--- src/rtl/rioc_map.svh ---
// Register offsets, field positions, reset values and timing counts for the
// reader IO and operation control bank. Included by rioc_top and rioc_check.
`ifndef RIOC_MAP_SVH
`define RIOC_MAP_SVH

// Register indices and byte addresses (index times four)
`define RIOC_IDX_IO_ONE 8'h00
`define RIOC_IDX_IO_TWO 8'h01
`define RIOC_IDX_OPCTL 8'h02
`define RIOC_ADDR_IO_ONE 8'h00
`define RIOC_ADDR_IO_TWO 8'h04
`define RIOC_ADDR_OPCTL 8'h08
`define RIOC_ADDR_EVENT 8'h0C

// First IO register fields
`define RIOC_B_SINGLE 7
`define RIOC_B_ALT_DRV 6
`define RIOC_B_RX_LVL 5
`define RIOC_B_TX_LVL 4
`define RIOC_B_XTAL 3
`define RIOC_B_CLK_HI 2
`define RIOC_B_CLK_LO 1
`define RIOC_B_SLOW_OFF 0
// Second IO register fields
`define RIOC_B_PD_SEL 4
`define RIOC_B_PD_IDLE 3
// Operation control fields
`define RIOC_B_EN 7
`define RIOC_B_RX_EN 6
`define RIOC_B_RX_ONE 5
`define RIOC_B_RX_MAN 4
`define RIOC_B_TX_EN 3
`define RIOC_B_WU 2

// Writable masks and power-up values
`define RIOC_MASK_IO_ONE 8'hFF
`define RIOC_MASK_IO_TWO 8'hDD
`define RIOC_MASK_OPCTL 8'hFC
`define RIOC_RST_IO_ONE 8'h08
`define RIOC_RST_IO_TWO 8'h00
`define RIOC_RST_OPCTL 8'h00

// Water levels in bytes
`define RIOC_RX_LVL_LO 7'h40
`define RIOC_RX_LVL_HI 7'h50
`define RIOC_TX_LVL_LO 7'h20
`define RIOC_TX_LVL_HI 7'h10

// Slow fallback clock: 32 kHz from 50 MHz, half period in cycles
`define RIOC_CLK_HZ 50000000
`define RIOC_SLOW_HZ 32000
`define RIOC_SLOW_HALF (`RIOC_CLK_HZ / (2 * `RIOC_SLOW_HZ))

`endif

--- src/rtl/rioc_pkg.sv ---
// Types for the reader IO and operation control bank.
// Assumes rioc_map.svh is on the include path.
package rioc_pkg;

	typedef enum logic [1:0]
	{
		RIOC_CLK_DIV4 = 2'b00,
		RIOC_CLK_DIV2 = 2'b01,
		RIOC_CLK_DIV1 = 2'b10,
		RIOC_CLK_OFF = 2'b11
	} rioc_clk_sel_e;

	typedef enum logic [1:0]
	{
		RIOC_BUS_IDLE = 2'b00,
		RIOC_BUS_WRITE = 2'b01,
		RIOC_BUS_READ = 2'b10
	} rioc_bus_e;

	typedef struct packed
	{
		logic [7:0] io_pin_setup_one;
		logic [7:0] io_pin_setup_two;
		logic [7:0] operation_control;
		rioc_bus_e phase;
		logic [7:0] addr;
		logic [31:0] rdata;
		logic [2:0] xtal_div;
		logic [10:0] slow_cnt;
		logic slow_clk;
		logic [1:0] xtal_sync;
		logic [1:0] cs_sync;
		logic [1:0] drv_sync;
		logic [2:0] tx_done_sync;
		logic [2:0] field_on_sync;
		logic clock_out;
		logic single_drive;
		logic use_driver_b;
		logic [6:0] rx_water_level;
		logic [6:0] tx_water_level;
		logic xtal_double;
		logic dataout_pulldown;
		logic osc_enable;
		logic rx_enable;
		logic [1:0] rx_channel_en;
		logic rx_auto_select;
		logic tx_enable;
		logic wakeup_enable;
	} rioc_state_s;

endpackage

--- src/rtl/rioc_top.sv ---
// Register bank for the reader IO and operation control of an HF reader
// front end, reached over AHB-Lite, with decoded control outputs.
// Assumes a single AHB-Lite master, one clock and asynchronous power-up reset.
//
// Behaviour
// - Bit 7 selects single driver antenna drive
// - Bit 6 picks driver pair A or B when bit 7 is set
// - Receive water level 64 or 80 bytes
// - Transmit water level 32 or 16 bytes
// - Bit 3 crystal select, powers up one
// - Clock field divides crystal clock for host
// - Clock field 11 holds output low
// - Slow 32 kHz clock when oscillator stopped
// - Defaults load only at power-up reset
// - Pull-down while selected and not driving
// - Pull-down whenever chip select is high
// - Bit 7 enables oscillator and regulator
// - Bit 6 enables receive operation
// - Bit 5 enables one or both channels
// - Bit 4 picks automatic or manual channel when bit 5 is clear
// - Bit 3 transmit, set and cleared automatically
// - Bit 2 enters wake-up mode
//
// Design decision made here: the AHB-Lite slave port.
`include "rioc_map.svh"
`timescale 1ns/1ps
`default_nettype none

module rioc_top
(
	input wire logic hclk,
	input wire logic hresetn,
	input wire logic hsel,
	input wire logic [7:0] haddr,
	input wire logic [1:0] htrans,
	input wire logic hwrite,
	input wire logic [2:0] hsize,
	input wire logic [31:0] hwdata,
	input wire logic hready,
	output logic hreadyout,
	output logic hresp,
	output logic [31:0] hrdata,
	input wire logic xtal_clk_pin,
	input wire logic xtal_running,
	input wire logic chip_select_n,
	input wire logic dataout_driving,
	input wire logic channel_pick_bit,
	input wire logic field_on_event,
	input wire logic peer_tx_done,
	output logic clock_out,
	output logic single_drive,
	output logic use_driver_b,
	output logic [6:0] rx_water_level,
	output logic [6:0] tx_water_level,
	output logic xtal_double,
	output logic dataout_pulldown,
	output logic osc_enable,
	output logic rx_enable,
	output logic [1:0] rx_channel_en,
	output logic rx_auto_select,
	output logic tx_enable,
	output logic wakeup_enable
);

	localparam logic [10:0] SLOW_HALF = 11'(`RIOC_SLOW_HALF);

	rioc_pkg::rioc_state_s s_q;
	rioc_pkg::rioc_state_s s_d;
	logic [7:0] wbyte;
	logic tx_done_rise;
	logic field_on_rise;

	// Read mux shared by bus decode; unmapped offsets read zero
	function automatic logic [31:0] read_word(input logic [7:0] a,
		input rioc_pkg::rioc_state_s st);
		logic [31:0] r;
		r = 32'h0000_0000;
		unique case (a)
			`RIOC_ADDR_IO_ONE: r = {24'h00_0000, st.io_pin_setup_one};
			`RIOC_ADDR_IO_TWO: r = {24'h00_0000, st.io_pin_setup_two};
			`RIOC_ADDR_OPCTL: r = {24'h00_0000, st.operation_control};
			`RIOC_ADDR_EVENT: r = {30'h0000_0000, st.xtal_sync[1], st.cs_sync[1]};
			default: r = 32'h0000_0000;
		endcase
		return r;
	endfunction

	assign wbyte = hwdata[7:0];
	// Rise seen on the settled stage against its one-cycle-older copy
	assign tx_done_rise = s_q.tx_done_sync[1] & ~s_q.tx_done_sync[2];
	assign field_on_rise = s_q.field_on_sync[1] & ~s_q.field_on_sync[2];

	// Next-state logic for bus, registers, clocks and decoded outputs
	always_comb
	begin
		s_d = s_q;
		// Two-flop synchronisers; stage 1 feeds logic, stage 2 only the two rise detects
		s_d.xtal_sync = {s_q.xtal_sync[0], xtal_running};
		s_d.cs_sync = {s_q.cs_sync[0], chip_select_n};
		s_d.drv_sync = {s_q.drv_sync[0], dataout_driving};
		s_d.tx_done_sync = {s_q.tx_done_sync[1:0], peer_tx_done};
		s_d.field_on_sync = {s_q.field_on_sync[1:0], field_on_event};
		// Stage 2 is a history copy of stage 1; the first flop also feeds the status read, which samples stage 1 of s_d
		s_d.phase = rioc_pkg::RIOC_BUS_IDLE;

		// Data phase of the previous access
		if (s_q.phase == rioc_pkg::RIOC_BUS_WRITE)
		begin
			unique case (s_q.addr)
				`RIOC_ADDR_IO_ONE: s_d.io_pin_setup_one = wbyte & `RIOC_MASK_IO_ONE;
				`RIOC_ADDR_IO_TWO: s_d.io_pin_setup_two = wbyte & `RIOC_MASK_IO_TWO;
				`RIOC_ADDR_OPCTL: s_d.operation_control = wbyte & `RIOC_MASK_OPCTL;
				default: ;
			endcase
		end

		// Hardware events on the transmit bit; the set beats a software clear
		if (tx_done_rise)
			s_d.operation_control[`RIOC_B_TX_EN] = 1'b0;
		if (field_on_rise)
			s_d.operation_control[`RIOC_B_TX_EN] = 1'b1;

		// Address phase: zero-wait slave, register address for data phase
		if (hsel && hready && htrans[1])
		begin
			s_d.addr = haddr;
			s_d.phase = hwrite ? rioc_pkg::RIOC_BUS_WRITE : rioc_pkg::RIOC_BUS_READ;
			s_d.rdata = hwrite ? 32'h0000_0000 : read_word(haddr, s_d);
		end

		// Crystal-derived divider, reused for the host clock
		s_d.xtal_div = s_q.xtal_div + 3'h1;

		// Slow fallback clock from the system clock
		if (s_q.slow_cnt >= SLOW_HALF - 11'h001)
		begin
			s_d.slow_cnt = 11'h000;
			s_d.slow_clk = ~s_q.slow_clk;
		end
		else
			s_d.slow_cnt = s_q.slow_cnt + 11'h001;

		// Host clock output selection
		unique case (rioc_pkg::rioc_clk_sel_e'(s_q.io_pin_setup_one[`RIOC_B_CLK_HI:`RIOC_B_CLK_LO]))
			rioc_pkg::RIOC_CLK_OFF: s_d.clock_out = 1'b0;
			rioc_pkg::RIOC_CLK_DIV4:
				s_d.clock_out = s_q.xtal_sync[1] ? s_q.xtal_div[2]
					: (s_q.slow_clk & ~s_q.io_pin_setup_one[`RIOC_B_SLOW_OFF]);
			rioc_pkg::RIOC_CLK_DIV2:
				s_d.clock_out = s_q.xtal_sync[1] ? s_q.xtal_div[1]
					: (s_q.slow_clk & ~s_q.io_pin_setup_one[`RIOC_B_SLOW_OFF]);
			rioc_pkg::RIOC_CLK_DIV1:
				s_d.clock_out = s_q.xtal_sync[1] ? s_q.xtal_div[0]
					: (s_q.slow_clk & ~s_q.io_pin_setup_one[`RIOC_B_SLOW_OFF]);
		endcase

		// Antenna drive and water levels
		s_d.single_drive = s_q.io_pin_setup_one[`RIOC_B_SINGLE];
		s_d.use_driver_b = s_q.io_pin_setup_one[`RIOC_B_SINGLE]
			& s_q.io_pin_setup_one[`RIOC_B_ALT_DRV];
		s_d.rx_water_level = s_q.io_pin_setup_one[`RIOC_B_RX_LVL] ? `RIOC_RX_LVL_HI
			: `RIOC_RX_LVL_LO;
		s_d.tx_water_level = s_q.io_pin_setup_one[`RIOC_B_TX_LVL] ? `RIOC_TX_LVL_HI
			: `RIOC_TX_LVL_LO;
		s_d.xtal_double = s_q.io_pin_setup_one[`RIOC_B_XTAL];

		// Data-out pull-downs
		s_d.dataout_pulldown = (s_q.io_pin_setup_two[`RIOC_B_PD_SEL] & ~s_q.cs_sync[1]
			& ~s_q.drv_sync[1])
			| (s_q.io_pin_setup_two[`RIOC_B_PD_IDLE] & s_q.cs_sync[1]);

		// Operation control decode
		s_d.osc_enable = s_q.operation_control[`RIOC_B_EN];
		s_d.rx_enable = s_q.operation_control[`RIOC_B_RX_EN];
		if (s_q.operation_control[`RIOC_B_RX_ONE])
			s_d.rx_channel_en = channel_pick_bit ? 2'b10 : 2'b01;
		else
			s_d.rx_channel_en = 2'b11;
		s_d.rx_auto_select = ~s_q.operation_control[`RIOC_B_RX_ONE]
			& ~s_q.operation_control[`RIOC_B_RX_MAN];
		s_d.tx_enable = s_q.operation_control[`RIOC_B_TX_EN];
		s_d.wakeup_enable = s_q.operation_control[`RIOC_B_WU];
	end

	// Power-up reset is the only source of default values
	always_ff @(posedge hclk or negedge hresetn)
	begin
		if (!hresetn)
		begin
			s_q <= '0;
			s_q.io_pin_setup_one <= `RIOC_RST_IO_ONE;
			s_q.io_pin_setup_two <= `RIOC_RST_IO_TWO;
			s_q.operation_control <= `RIOC_RST_OPCTL;
			s_q.rx_water_level <= `RIOC_RX_LVL_LO;
			s_q.tx_water_level <= `RIOC_TX_LVL_LO;
			s_q.xtal_double <= 1'b1;
			s_q.rx_channel_en <= 2'b11;
			s_q.rx_auto_select <= 1'b1;
		end
		else
			s_q <= s_d;
	end

	// Zero-wait OKAY slave; outputs straight from state flops
	assign hreadyout = 1'b1;
	assign hresp = 1'b0;
	assign hrdata = s_q.rdata;
	assign clock_out = s_q.clock_out;
	assign single_drive = s_q.single_drive;
	assign use_driver_b = s_q.use_driver_b;
	assign rx_water_level = s_q.rx_water_level;
	assign tx_water_level = s_q.tx_water_level;
	assign xtal_double = s_q.xtal_double;
	assign dataout_pulldown = s_q.dataout_pulldown;
	assign osc_enable = s_q.osc_enable;
	assign rx_enable = s_q.rx_enable;
	assign rx_channel_en = s_q.rx_channel_en;
	assign rx_auto_select = s_q.rx_auto_select;
	assign tx_enable = s_q.tx_enable;
	assign wakeup_enable = s_q.wakeup_enable;

	// The crystal pin is represented by the divider on hclk; kept as a strap-free input
	logic unused_xtal_pin;
	assign unused_xtal_pin = xtal_clk_pin;

endmodule

`default_nettype wire
--- config.mk ---
export PLATFORM = sky130hd
export DESIGN_NAME = rioc_top
export DESIGN_NICKNAME = d
export VERILOG_FILES = /design/src/rtl/rioc_pkg.sv /design/src/rtl/rioc_top.sv
export VERILOG_INCLUDE_DIRS = /design/src /design/src/rtl
export SDC_FILE = /design/constraint.sdc
export NUM_CORES = 1
export LEC_CHECK = 0
export BUFFER_PORTS_ARGS = -buffer_cell sky130_fd_sc_hd__buf_2
export CAP_MARGIN = 15
export CORE_ASPECT_RATIO = 2
export CORE_UTILIZATION = 51
export DETAILED_ROUTE_END_ITERATION = 7
export GPL_ROUTABILITY_DRIVEN = 0
export PLACE_DENSITY = 0.92
export REMOVE_ABC_BUFFERS = 1
export SLEW_MARGIN = 5
export SYNTH_ARGS = -nofsm -noshare
export SYNTH_HDL_FRONTEND = slang
export SYNTH_SLANG_ARGS = --single-unit
--- constraint.sdc ---
create_clock -name hclk -period 2.55 [get_ports hclk]
set_input_delay 0.3825 -clock hclk [delete_from_list [all_inputs] [get_ports hclk]]
set_output_delay 0.3825 -clock hclk [all_outputs]
set_load 0.1 [all_outputs]
==> metrics.cfg, run 1 <==
[timing]
rsz0062_at_grt = no
max_clock_freq_ghz = 0.474
drv_slew = 0
clock_skew_ns = 0.00528
setup_tns_ns = 0
slew_headroom_pct = 63.4
finalCritPeriodShare_pct = 82.8
finalHoldViolCount = 0
layout_min_cycle_time_ns = 2.11
tightest_slew_ns = 0.547
whs_ns = 0.148
setup_viol = 0

[power]
ir_worst_vdd_v = 0.000730
power.density_nw_per_um2 = 831
leakagePower_uw = 0.00201
power_uw = 3450

[layout]
layout.nets = 409
fill_cells = 545
multiInputGateArea_um2 = 1240
diodes = 0
regArea_um2 = 2110
drive_gt1_share_pct = 31.1
final_util_pct = 59.8
area_growth_pct = 12.9

[worst_setup_path]
cp.required_ns = 2.77
critPathKind = reg2reg
crit_buf_inv = 1
critical_path_arrival_ns = 2.33
critPathMaxFanout = 7
worstSetupStartpointType = flop
cp-end-kind = flop
crit_chain = nor4_4 -> buf_4 -> nand4_4 -> mux2_2 -> o2111a_1 -> a221o_1
slowest_delay_ns = 0.40
worst_path_max_delay_cell = dfrtp_1
startpoint = s_q[90]
worstReg2RegStart = s_q[90]
critPathTopFamily = simple AND/OR/NAND/NOR gates

[status]
status = completed

[synthesis]
ys_ff_latch = 84
synth_mux_area_share_pct = 8.92
syn_area_um2 = 3680
synth-xor-area-share_pct = 2.14
synthSimpleGateAreaFrac_pct = 10.3
synth_ff_type = dfrtp_1
yosysUniqueCellTypes = 45
yosysWarnings = 0
synth_top_family_by_area = buffers and inverters
syn_area_per_cell_um2 = 12.2
synth_top_area_share_pct = 53.1
synth_area_leader_cell = dfrtp_1
seq_area_frac_synth_pct = 57.4
synth_adder_area_share_pct = 1.02
yosys-top-cells-area = dfrtp_1 53%, buf_4 10%, mux2_2 8.0%
synth-async-reset-ratio_pct = 100
synth_edf_count = 0
synthCells = 301
synth_compound_area_share_pct = 7.52

[drt]
wire_per_inst_um = 14.6
firstDrtPassIters = 5
drt_iter0_markers = 74
post-route-drc-count = 0
routed_wl_um = 6500
ant_nets = 0
vias_per_cell = 5.14
vias = 2283

[cts]
cts.repair.resized = 0
cts-root-buf = clkbuf_16
path_clk_slew_ns = 0.06
htreeDepth = 3
insertion_delay_ns = 0.34
cts.path.max_buffers = 2
cts_tree = done
clock-sinks = 84
cts-buffers-inserted = 9

[global_route]
grt_max_degree = 54
overflow = 0
grt_pass1_wl_um = 10700
grt_pass1_vias = 2262
track_usage_pct = 20.1
antenna_found_initial = 0

[floorplanning]
die-area_um2 = 7570
ios = 117
die_w_um = 62.0
rows = 43
start_util_pct = 53.0
core_area_um2 = 6940
die_h_um = 122

[worst_hold_path]
min_path_type = in2reg
min_from = peer_tx_done

[job]
maxCapViolations = 0

[place]
dpl.hpwl_um = 4610
io_buffers = 50

-- area by class of cell --
type	instances	share of cell area (%)
Multi-Input combinational cell	181	30.0
Timing Repair Buffer	58	7.90
Sequential cell	84	50.8
Clock inverter	2	0.844
Tap cell	90	2.71
Clock buffer	14	6.36
Inverter	15	1.36
-- final timing paths --
kind | to | slack, ns | depth (start not counted)
min reg2reg | s_q[33] | 0.35 | 0
min | s_d[30] | 0.15 | 1
min in group asynchronous | s_q[99] | 0.52 | 2
max in group asynchronous | xtal_double | 1.37 | 3
max | hrdata[0] | 0.44 | 6
max reg2reg | hrdata[0] | 0.44 | 6
-- sequential cells by signal, summed over array words and instances (netlist names), 2 cells and up --
name and flops:
hrdata 8, rx_channel_en 2, s_d 13, s_q 48, tx_water_level 2
-- power by group --
group	switching [uW]	internal [uW]
Combinational	533	118
Clock	476	811
Sequential	70.1	1440
-- through the flow --
| stage | instance area [um^2] | std cells | setup WS [ns] |
|---|---|---|---|
| detailed placement | 3840 | 427 | 0.457 |
| CTS | 4150 | 444 | 0.437 |
| global placement | 3840 | 427 | 0.473 |
| floorplan | 3410 | 280 | 0.399 |
| finish | 4150 | 444 | 0.438 |
| global route | 4150 | 444 | 0.385 |
-- Yosys cell counts (all sizes together), types with 2 or more instances --
| library cell | instances |
|---|---|
| inv | 15 |
| nand4 | 2 |
| mux2 | 27 |
| xnor2 | 4 |
| xor2 | 5 |
| a32oi | 11 |
| mux2i | 2 |
| nand3 | 6 |
| nor2 | 21 |
| dfstp | 6 |
| dfrtp | 78 |
| clkbuf | 6 |
| nor4 | 4 |
| a21oi | 4 |
| nand2 | 10 |
| ha | 3 |
| o21ai | 13 |
| and2 | 6 |
| conb | 2 |
| buf | 51 |
| nand2b | 6 |
-- cells in the final DEF, fill, tap and decap left out, drive strengths merged, types with 2 or more instances in the layout --
cell type,instances
inv,15
dfstp,6
nand2b,6
xnor2,4
nand4,2
nor4,4
nand2,10
nor2,21
mux2,27
buf,57
mux2i,2
ha,3
conb,38
dfrtp,78
o21ai,13
and2,6
clkbuf,14
xor2,5
a21oi,4
nand3,6
a32oi,11
-- what timing repair did --
action,in CTS,in global routing
buffers inserted,0,0
setup endpoints to repair,0,0
hold buffers,1,0
endpoints found under the hold margin,27,0
-- layer usage --
metal  GRT usage, %  wire length, um  vias to the layer above
met1           21.8             2340                     1128
met4           11.5              243                        0
met3           6.58              303                       21
met5              0                0                        -
met2           32.9             3620                       99
li1               -                -                     1035
-- kinds of logic after synthesis --
kind of cell / count (synthesis)
multiplexers: 29
buffers and inverters: 72
AND/OR/NAND/NOR: 63
XOR/XNOR: 9
AO/OA/AOI/OAI: 39
flip-flops: 84
adder cells (fa/ha/maj): 3
other: 2
No activity file was read; power rests on OpenSTA's default activity.
==> run 2, diff against run 1 <==
--- a/config.mk
+++ b/config.mk
@@ -9,10 +9,10 @@
 export BUFFER_PORTS_ARGS = -buffer_cell sky130_fd_sc_hd__buf_2
 export CAP_MARGIN = 15
 export CORE_ASPECT_RATIO = 2
-export CORE_UTILIZATION = 51
+export CORE_UTILIZATION = 46
 export DETAILED_ROUTE_END_ITERATION = 7
 export GPL_ROUTABILITY_DRIVEN = 0
-export PLACE_DENSITY = 0.92
+export PLACE_DENSITY = 0.88
 export REMOVE_ABC_BUFFERS = 1
 export SLEW_MARGIN = 5
 export SYNTH_ARGS = -nofsm -noshare
==> constraint.sdc (replaced) <==
create_clock -name hclk -period 1.75 [get_ports hclk]
set_input_delay 0.2625 -clock hclk [delete_from_list [all_inputs] [get_ports hclk]]
set_output_delay 0.2625 -clock hclk [all_outputs]
set_load 0.1 [all_outputs]
==> metrics.cfg, run 2 (synthesized netlist as in run 1, its figures left out) <==
[cts]
clock-sinks = 84  ; unchanged
htreeDepth = 3  ; unchanged
path_clk_slew_ns = 0.06  ; about the same
cts-root-buf = clkbuf_16
cts_tree = done
insertion_delay_ns = 0.33  ; about the same
cts-buffers-inserted = 9  ; unchanged
cts.path.max_buffers = 2  ; unchanged

[timing]
setup_viol = 9  ; +9
clock_skew_ns = 0.00663  ; +0.00135 ns
finalCritPeriodShare_pct = 115  ; +32 points
worst_slack_ns = -0.258  ; -0.697 ns
max_clock_freq_ghz = 0.498  ; +5.1%
finalHoldViolCount = 0  ; unchanged
drv_slew = 0  ; unchanged
rsz0062_at_grt = yes
layout_min_cycle_time_ns = 2.01  ; -0.103 ns

[floorplanning]
die_h_um = 128  ; +5.2%
die-area_um2 = 8370  ; +11%
die_w_um = 65.2  ; +5.1%
ios = 117  ; unchanged
start_util_pct = 48.0  ; -5.0 points
rows = 45  ; +4.7%
core_area_um2 = 7660  ; +10%

[drt]
vias_per_cell = 5.06  ; -1.5%
vias = 2345  ; +2.7%
ant_nets = 0  ; unchanged
routed_wl_um = 7230  ; +11%
drt_iter0_markers = 72  ; -2.7%
post-route-drc-count = 0  ; unchanged
wire_per_inst_um = 15.6  ; +6.6%
firstDrtPassIters = 4  ; -1

[global_route]
antenna_found_initial = 0  ; unchanged
grt_max_degree = 38  ; -30%
grt_pass1_vias = 2467  ; +9.1%
grt_pass1_wl_um = 11600  ; +8.1%
track_usage_pct = 18.7  ; -1.4 points
overflow = 0  ; unchanged

[worst_setup_path]
worstSetupStartpointType = flop
crit_chain = nor4_4 -> buf_4 -> nand3_1 -> and2_4 -> a32o_1 -> a221o_1
critPathMaxFanout = 3  ; -4
cp.required_ns = 1.97  ; -0.80 ns
critPathTopFamily = simple AND/OR/NAND/NOR gates
crit_buf_inv = 1  ; unchanged
cp-end-kind = flop
critical_path_arrival_ns = 2.23  ; -0.10 ns
worst_path_max_delay_cell = dfrtp_1
slowest_delay_ns = 0.41  ; about the same
critPathKind = reg2reg

[job]
maxCapViolations = 0  ; unchanged

[status]
status = finished, violations left
violations = negative setup slack

[place]
preCtsSetupSlack_ns = -0.223  ; -0.679 ns
io_buffers = 50  ; unchanged
dpl.hpwl_um = 5060  ; +9.8%

[layout]
layout.nets = 424  ; +3.7%
fill_cells = 634  ; +16%
area_growth_pct = 18.9
final_util_pct = 57.1  ; -2.7 points
final_common_cell = dfrtp_1
drive_gt1_share_pct = 36.0  ; +5.0 points
largest_reg_flops = 48  ; unchanged
final_cell_mix = 78 x dfrtp_1, 49 x buf_2, 38 x conb_1
top_register = s_q
diodes = 0  ; unchanged

[power]
ir_worst_vdd_v = 0.000935  ; +28%
power.density_nw_per_um2 = 1260  ; +52%
leakagePower_uw = 0.00213  ; +5.8%

[worst_hold_path]
min_path_type = in2reg

run 2: changes by cell type in the layout (fill, tap and decap cells not counted), sizes merged:
| cell | previous run | this run |
|---|---|---|
| buf | 57 | 72 |
| bufinv | 1 | 4 |
| clkbuf | 14 | 10 |
| inv | 15 | 16 |
run 2: final timing paths:
kind / startpoint / end / slack [ns] / cells past startpoint
max in group asynchronous: hresetn / xtal_double / 0.77 / 3
worst max register to register: s_q[90] / hrdata[0] / -0.26 / 6
worst min-delay path: dataout_driving / s_d[33] / 0.03 / 1
min in group asynchronous: hresetn / s_d[5] / 0.39 / 2
worst max-delay path: s_q[90] / hrdata[0] / -0.26 / 6
worst min register to register: s_d[30] / s_d[31] / 0.35 / 0
run 2: where the power goes:
part	internal (uW)	switching [uW]
combinational	203	803
clock	1580	726
sequential	2090	99.4
run 2: stage by stage:
stage                     total power [uW]  hold slack, ns  setup TNS (ns)  instances  cell area (um^2)
after detailed placement              3210           0.207           -1.52        444              3940
after floorplan                       2980         -0.0331           -1.58        280              3410
after global placement                3180           0.200           -1.16        444              3940
after CTS                             5510          0.0237           -2.08        462              4340
final                                 5500          0.0285           -1.81        463              4370
after global routing                  5650          0.0207           -2.44        463              4370
run 2: worst register-to-register path, delay by kind of cell (launching register included):
family                 cells  cell delay [ns]
flip-flops                 1             0.41
AND/OR/NAND/NOR            3             0.69
buffers and inverters      1             0.20
AO/OA/AOI/OAI              2             0.59
run 2: area by class of cell:
| cell class | count | area (um^2) | area share [%] |
|---|---|---|---|
| Inverter | 15 | 56.3 | 1.29 |
| Clock inverter | 6 | 134 | 3.06 |
| Tap cell | 94 | 118 | 2.69 |
| Timing Repair Buffer | 73 | 444 | 10.2 |
| Clock buffer | 10 | 239 | 5.47 |
| Sequential cell | 84 | 2110 | 48.3 |
| Multi-Input combinational cell | 181 | 1270 | 29.0 |
run 2: metal layers:
| metal | track usage (%) | vias up | routed length, um | part of all wire, % |
|---|---|---|---|---|
| met1 | 18.7 | 1184 | 2510 | 35 |
| li1 | - | 1068 | - | - |
| met5 | 0 | - | 0 | 0 |
| met2 | 34.9 | 76 | 4260 | 59 |
| met3 | 3.19 | 17 | 257 | 3.6 |
| met4 | 11.0 | 0 | 206 | 2.8 |
run 2: repair_timing:
item / CTS / global route
setup endpoints to repair: 9 / 10
pin swaps: 4 / 2
setup buffers: 1 / 1
endpoints found under the hold margin: 26 / 0
hold buffers: 1 / 0
gates cloned: 0 / 0
gates resized for setup: 9 / 4
==> run 3, diff against run 2 <==
--- a/config.mk
+++ b/config.mk
@@ -14,6 +14,7 @@
 export GPL_ROUTABILITY_DRIVEN = 0
 export PLACE_DENSITY = 0.88
 export REMOVE_ABC_BUFFERS = 1
+export SETUP_SLACK_MARGIN = 0.3
 export SLEW_MARGIN = 5
 export SYNTH_ARGS = -nofsm -noshare
 export SYNTH_HDL_FRONTEND = slang
==> metrics.cfg, run 3 (synthesized netlist as in run 1, its figures left out) <==
[layout]
final_common_cell = dfrtp_1
final_cell_mix = 77 x dfrtp_1, 44 x buf_2, 38 x conb_1
largest_reg_flops = 48  ; unchanged
layout.nets = 430  ; +1.4%
area_growth_pct = 21.6
final_util_pct = 58.4  ; +1.3 points
diodes = 0  ; unchanged
fill_cells = 623  ; -1.7%
fin_area_um2 = 4470  ; +2.3%
regArea_um2 = 2110  ; about the same
multiInputGateArea_um2 = 1290  ; +1.7%
drive_gt1_share_pct = 37.9  ; +1.8 points
top_register = s_q

[drt]
routed_wl_um = 7470  ; +3.3%
wl_met2_um = 4360  ; +2.4%
firstDrtPassIters = 4  ; unchanged
vias = 2384  ; +1.7%
wl_met1_um = 2580  ; +2.7%
post-route-drc-count = 0  ; unchanged
wl_met3_um = 259  ; +0.78%
ant_nets = 0  ; unchanged
maxUsedRoutingLayer = met4
wire_per_inst_um = 15.9  ; +2.0%
drt_iter0_markers = 49  ; -32%
vias_per_cell = 5.08  ; +0.36%

[floorplanning]
die_w_um = 65.2  ; unchanged
rows = 45  ; unchanged
die-area_um2 = 8370  ; unchanged
start_util_pct = 48.0  ; unchanged
core_area_um2 = 7660  ; unchanged
ios = 117  ; unchanged
die_h_um = 128  ; unchanged

[cts]
cts_tree = done
path_clk_slew_ns = 0.06  ; about the same
cts-buffers-inserted = 9  ; unchanged
insertion_delay_ns = 0.34  ; about the same
cts-root-buf = clkbuf_16
clock-sinks = 84  ; unchanged
cts.path.max_buffers = 2  ; unchanged
htreeDepth = 3  ; unchanged

[power]
ir_worst_vdd_v = 0.000944  ; +1.0%
p_clk_share_pct = 41.7  ; -0.2 points
pwr-share-seq_pct = 39.8  ; about the same
p_sw_share_pct = 29.6  ; -0.039 points
combPwrFrac_pct = 18.5  ; +0.2 points
p_int_uw = 3890  ; +0.32%
leakagePower_uw = 0.00218  ; +2.4%
power.density_nw_per_um2 = 1230  ; -2.0%
switching_power_uw = 1630  ; +0.14%

[global_route]
grt_max_degree = 38  ; unchanged
track_usage_pct = 18.9  ; +0.17 points
grt_pass1_wl_um = 11700  ; +0.89%
antenna_found_initial = 0  ; unchanged
grt_pass1_vias = 2472  ; +0.20%
overflow = 0  ; unchanged

[timing]
finalHoldViolCount = 0  ; unchanged
clock_skew_ns = 0.00818  ; +0.00155 ns
whs_ns = 0.0286  ; +0.0000605 ns
setup_viol = 9  ; unchanged
rsz0062_at_grt = yes
drv_slew = 0  ; unchanged
max_clock_freq_ghz = 0.492  ; -1.1%
worst_slack_ns = -0.282  ; -0.0233 ns
finalCritPeriodShare_pct = 116  ; +1.3 points
layout_min_cycle_time_ns = 2.03  ; +0.0233 ns
setup_tns_ns = -1.99  ; -0.181 ns

[worst_setup_path]
worst_path_max_delay_cell = dfrtp_1
slowest_delay_ns = 0.41  ; about the same
critPathKind = reg2reg
critPathMaxFanout = 3  ; unchanged
critical_path_arrival_ns = 2.25  ; +0.02 ns
cp.required_ns = 1.97  ; about the same
worstSetupStartpointType = flop
crit_chain = nor4_4 -> buf_4 -> nand4_4 -> mux2_2 -> o2111a_1 -> a221o_1
cp-end-kind = flop

[place]
preCtsSetupSlack_ns = -0.223  ; unchanged
dpl-instance-area_um2 = 3940  ; unchanged
dpl.hpwl_um = 5060  ; unchanged
io_buffers = 50  ; unchanged

[status]
violations = negative setup slack
status = finished, violations left

[job]
maxCapViolations = 0  ; unchanged

[worst_hold_path]
min_path_type = in2reg

==> run 3: cell types whose count changed in the layout (fill, tap and decap cells not counted), sizes merged <==
| cell | delta |
|---|---|
| buf | +6 |
==> run 3: final timing paths <==
check / startpoint / to / slack (ns) / cells after the start
worst max-delay path: s_q[90] / hrdata[0] / -0.28 / 6
worst max register to register: s_q[90] / hrdata[0] / -0.28 / 6
max in group asynchronous: hresetn / xtal_double / 0.77 / 3
worst min register to register: s_d[30] / s_d[31] / 0.35 / 0
worst min-delay path: dataout_driving / s_d[33] / 0.03 / 1
min in group asynchronous: hresetn / s_d[5] / 0.39 / 2
==> run 3: power by group through the flow <==
stage	sequential [uW]	clock (uW)	combinational (uW)
2_1_floorplan	2460	0	524
3_3_place_gp	2210	0	965
3_5_place_dp	2230	0	984
4_1_cts	2200	2320	1000
5_1_grt	2210	2400	1070
6_report	2190	2300	1020
==> run 3: worst max-delay path, delay by kind of cell, from the launching register on <==
kind                   cells  cell delay (ns)
muxes                      1             0.31
DFF                        1             0.41
and+or+nand+nor            2             0.50
AOI/OAI and AO/OA          2             0.50
buffers and inverters      1             0.20
==> run 3: cell type report <==
cell class              instances  area share [%]
clock buffers                  10            5.34
multi-input cells             181            28.8
repair buffers                 79            11.7
flip-flops and latches         84            47.2
inverters                      15            1.26
clock inverters                 6            2.99
well taps                      94            2.63
==> run 3: repair_timing <==
item / 4_1_cts / 5_1_grt
hold buffers: 1 / 0
gates resized for setup: 18 / 11
cloned: 0 / 0
hold endpoints to repair: 26 / 0
pin swaps: 5 / 3
endpoints found under the setup margin: 34 / 36
buffers inserted: 2 / 6
==> run 3: layer usage <==
| layer | track usage [%] | vias to the layer above |
|---|---|---|
| met5 | 0 | - |
| li1 | - | 1078 |
| met4 | 10.7 | 0 |
| met3 | 3.19 | 23 |
| met2 | 35.4 | 86 |
| met1 | 18.8 | 1197 |
==> run 3: per-stage QoR <==
| step | total power (uW) | cells |
|---|---|---|
| finish | 5520 | 469 |
| global route | 5670 | 469 |
| CTS | 5520 | 463 |
| detailed placement | 3210 | 444 |
| global placement | 3180 | 444 |
| floorplan | 2980 | 280 |
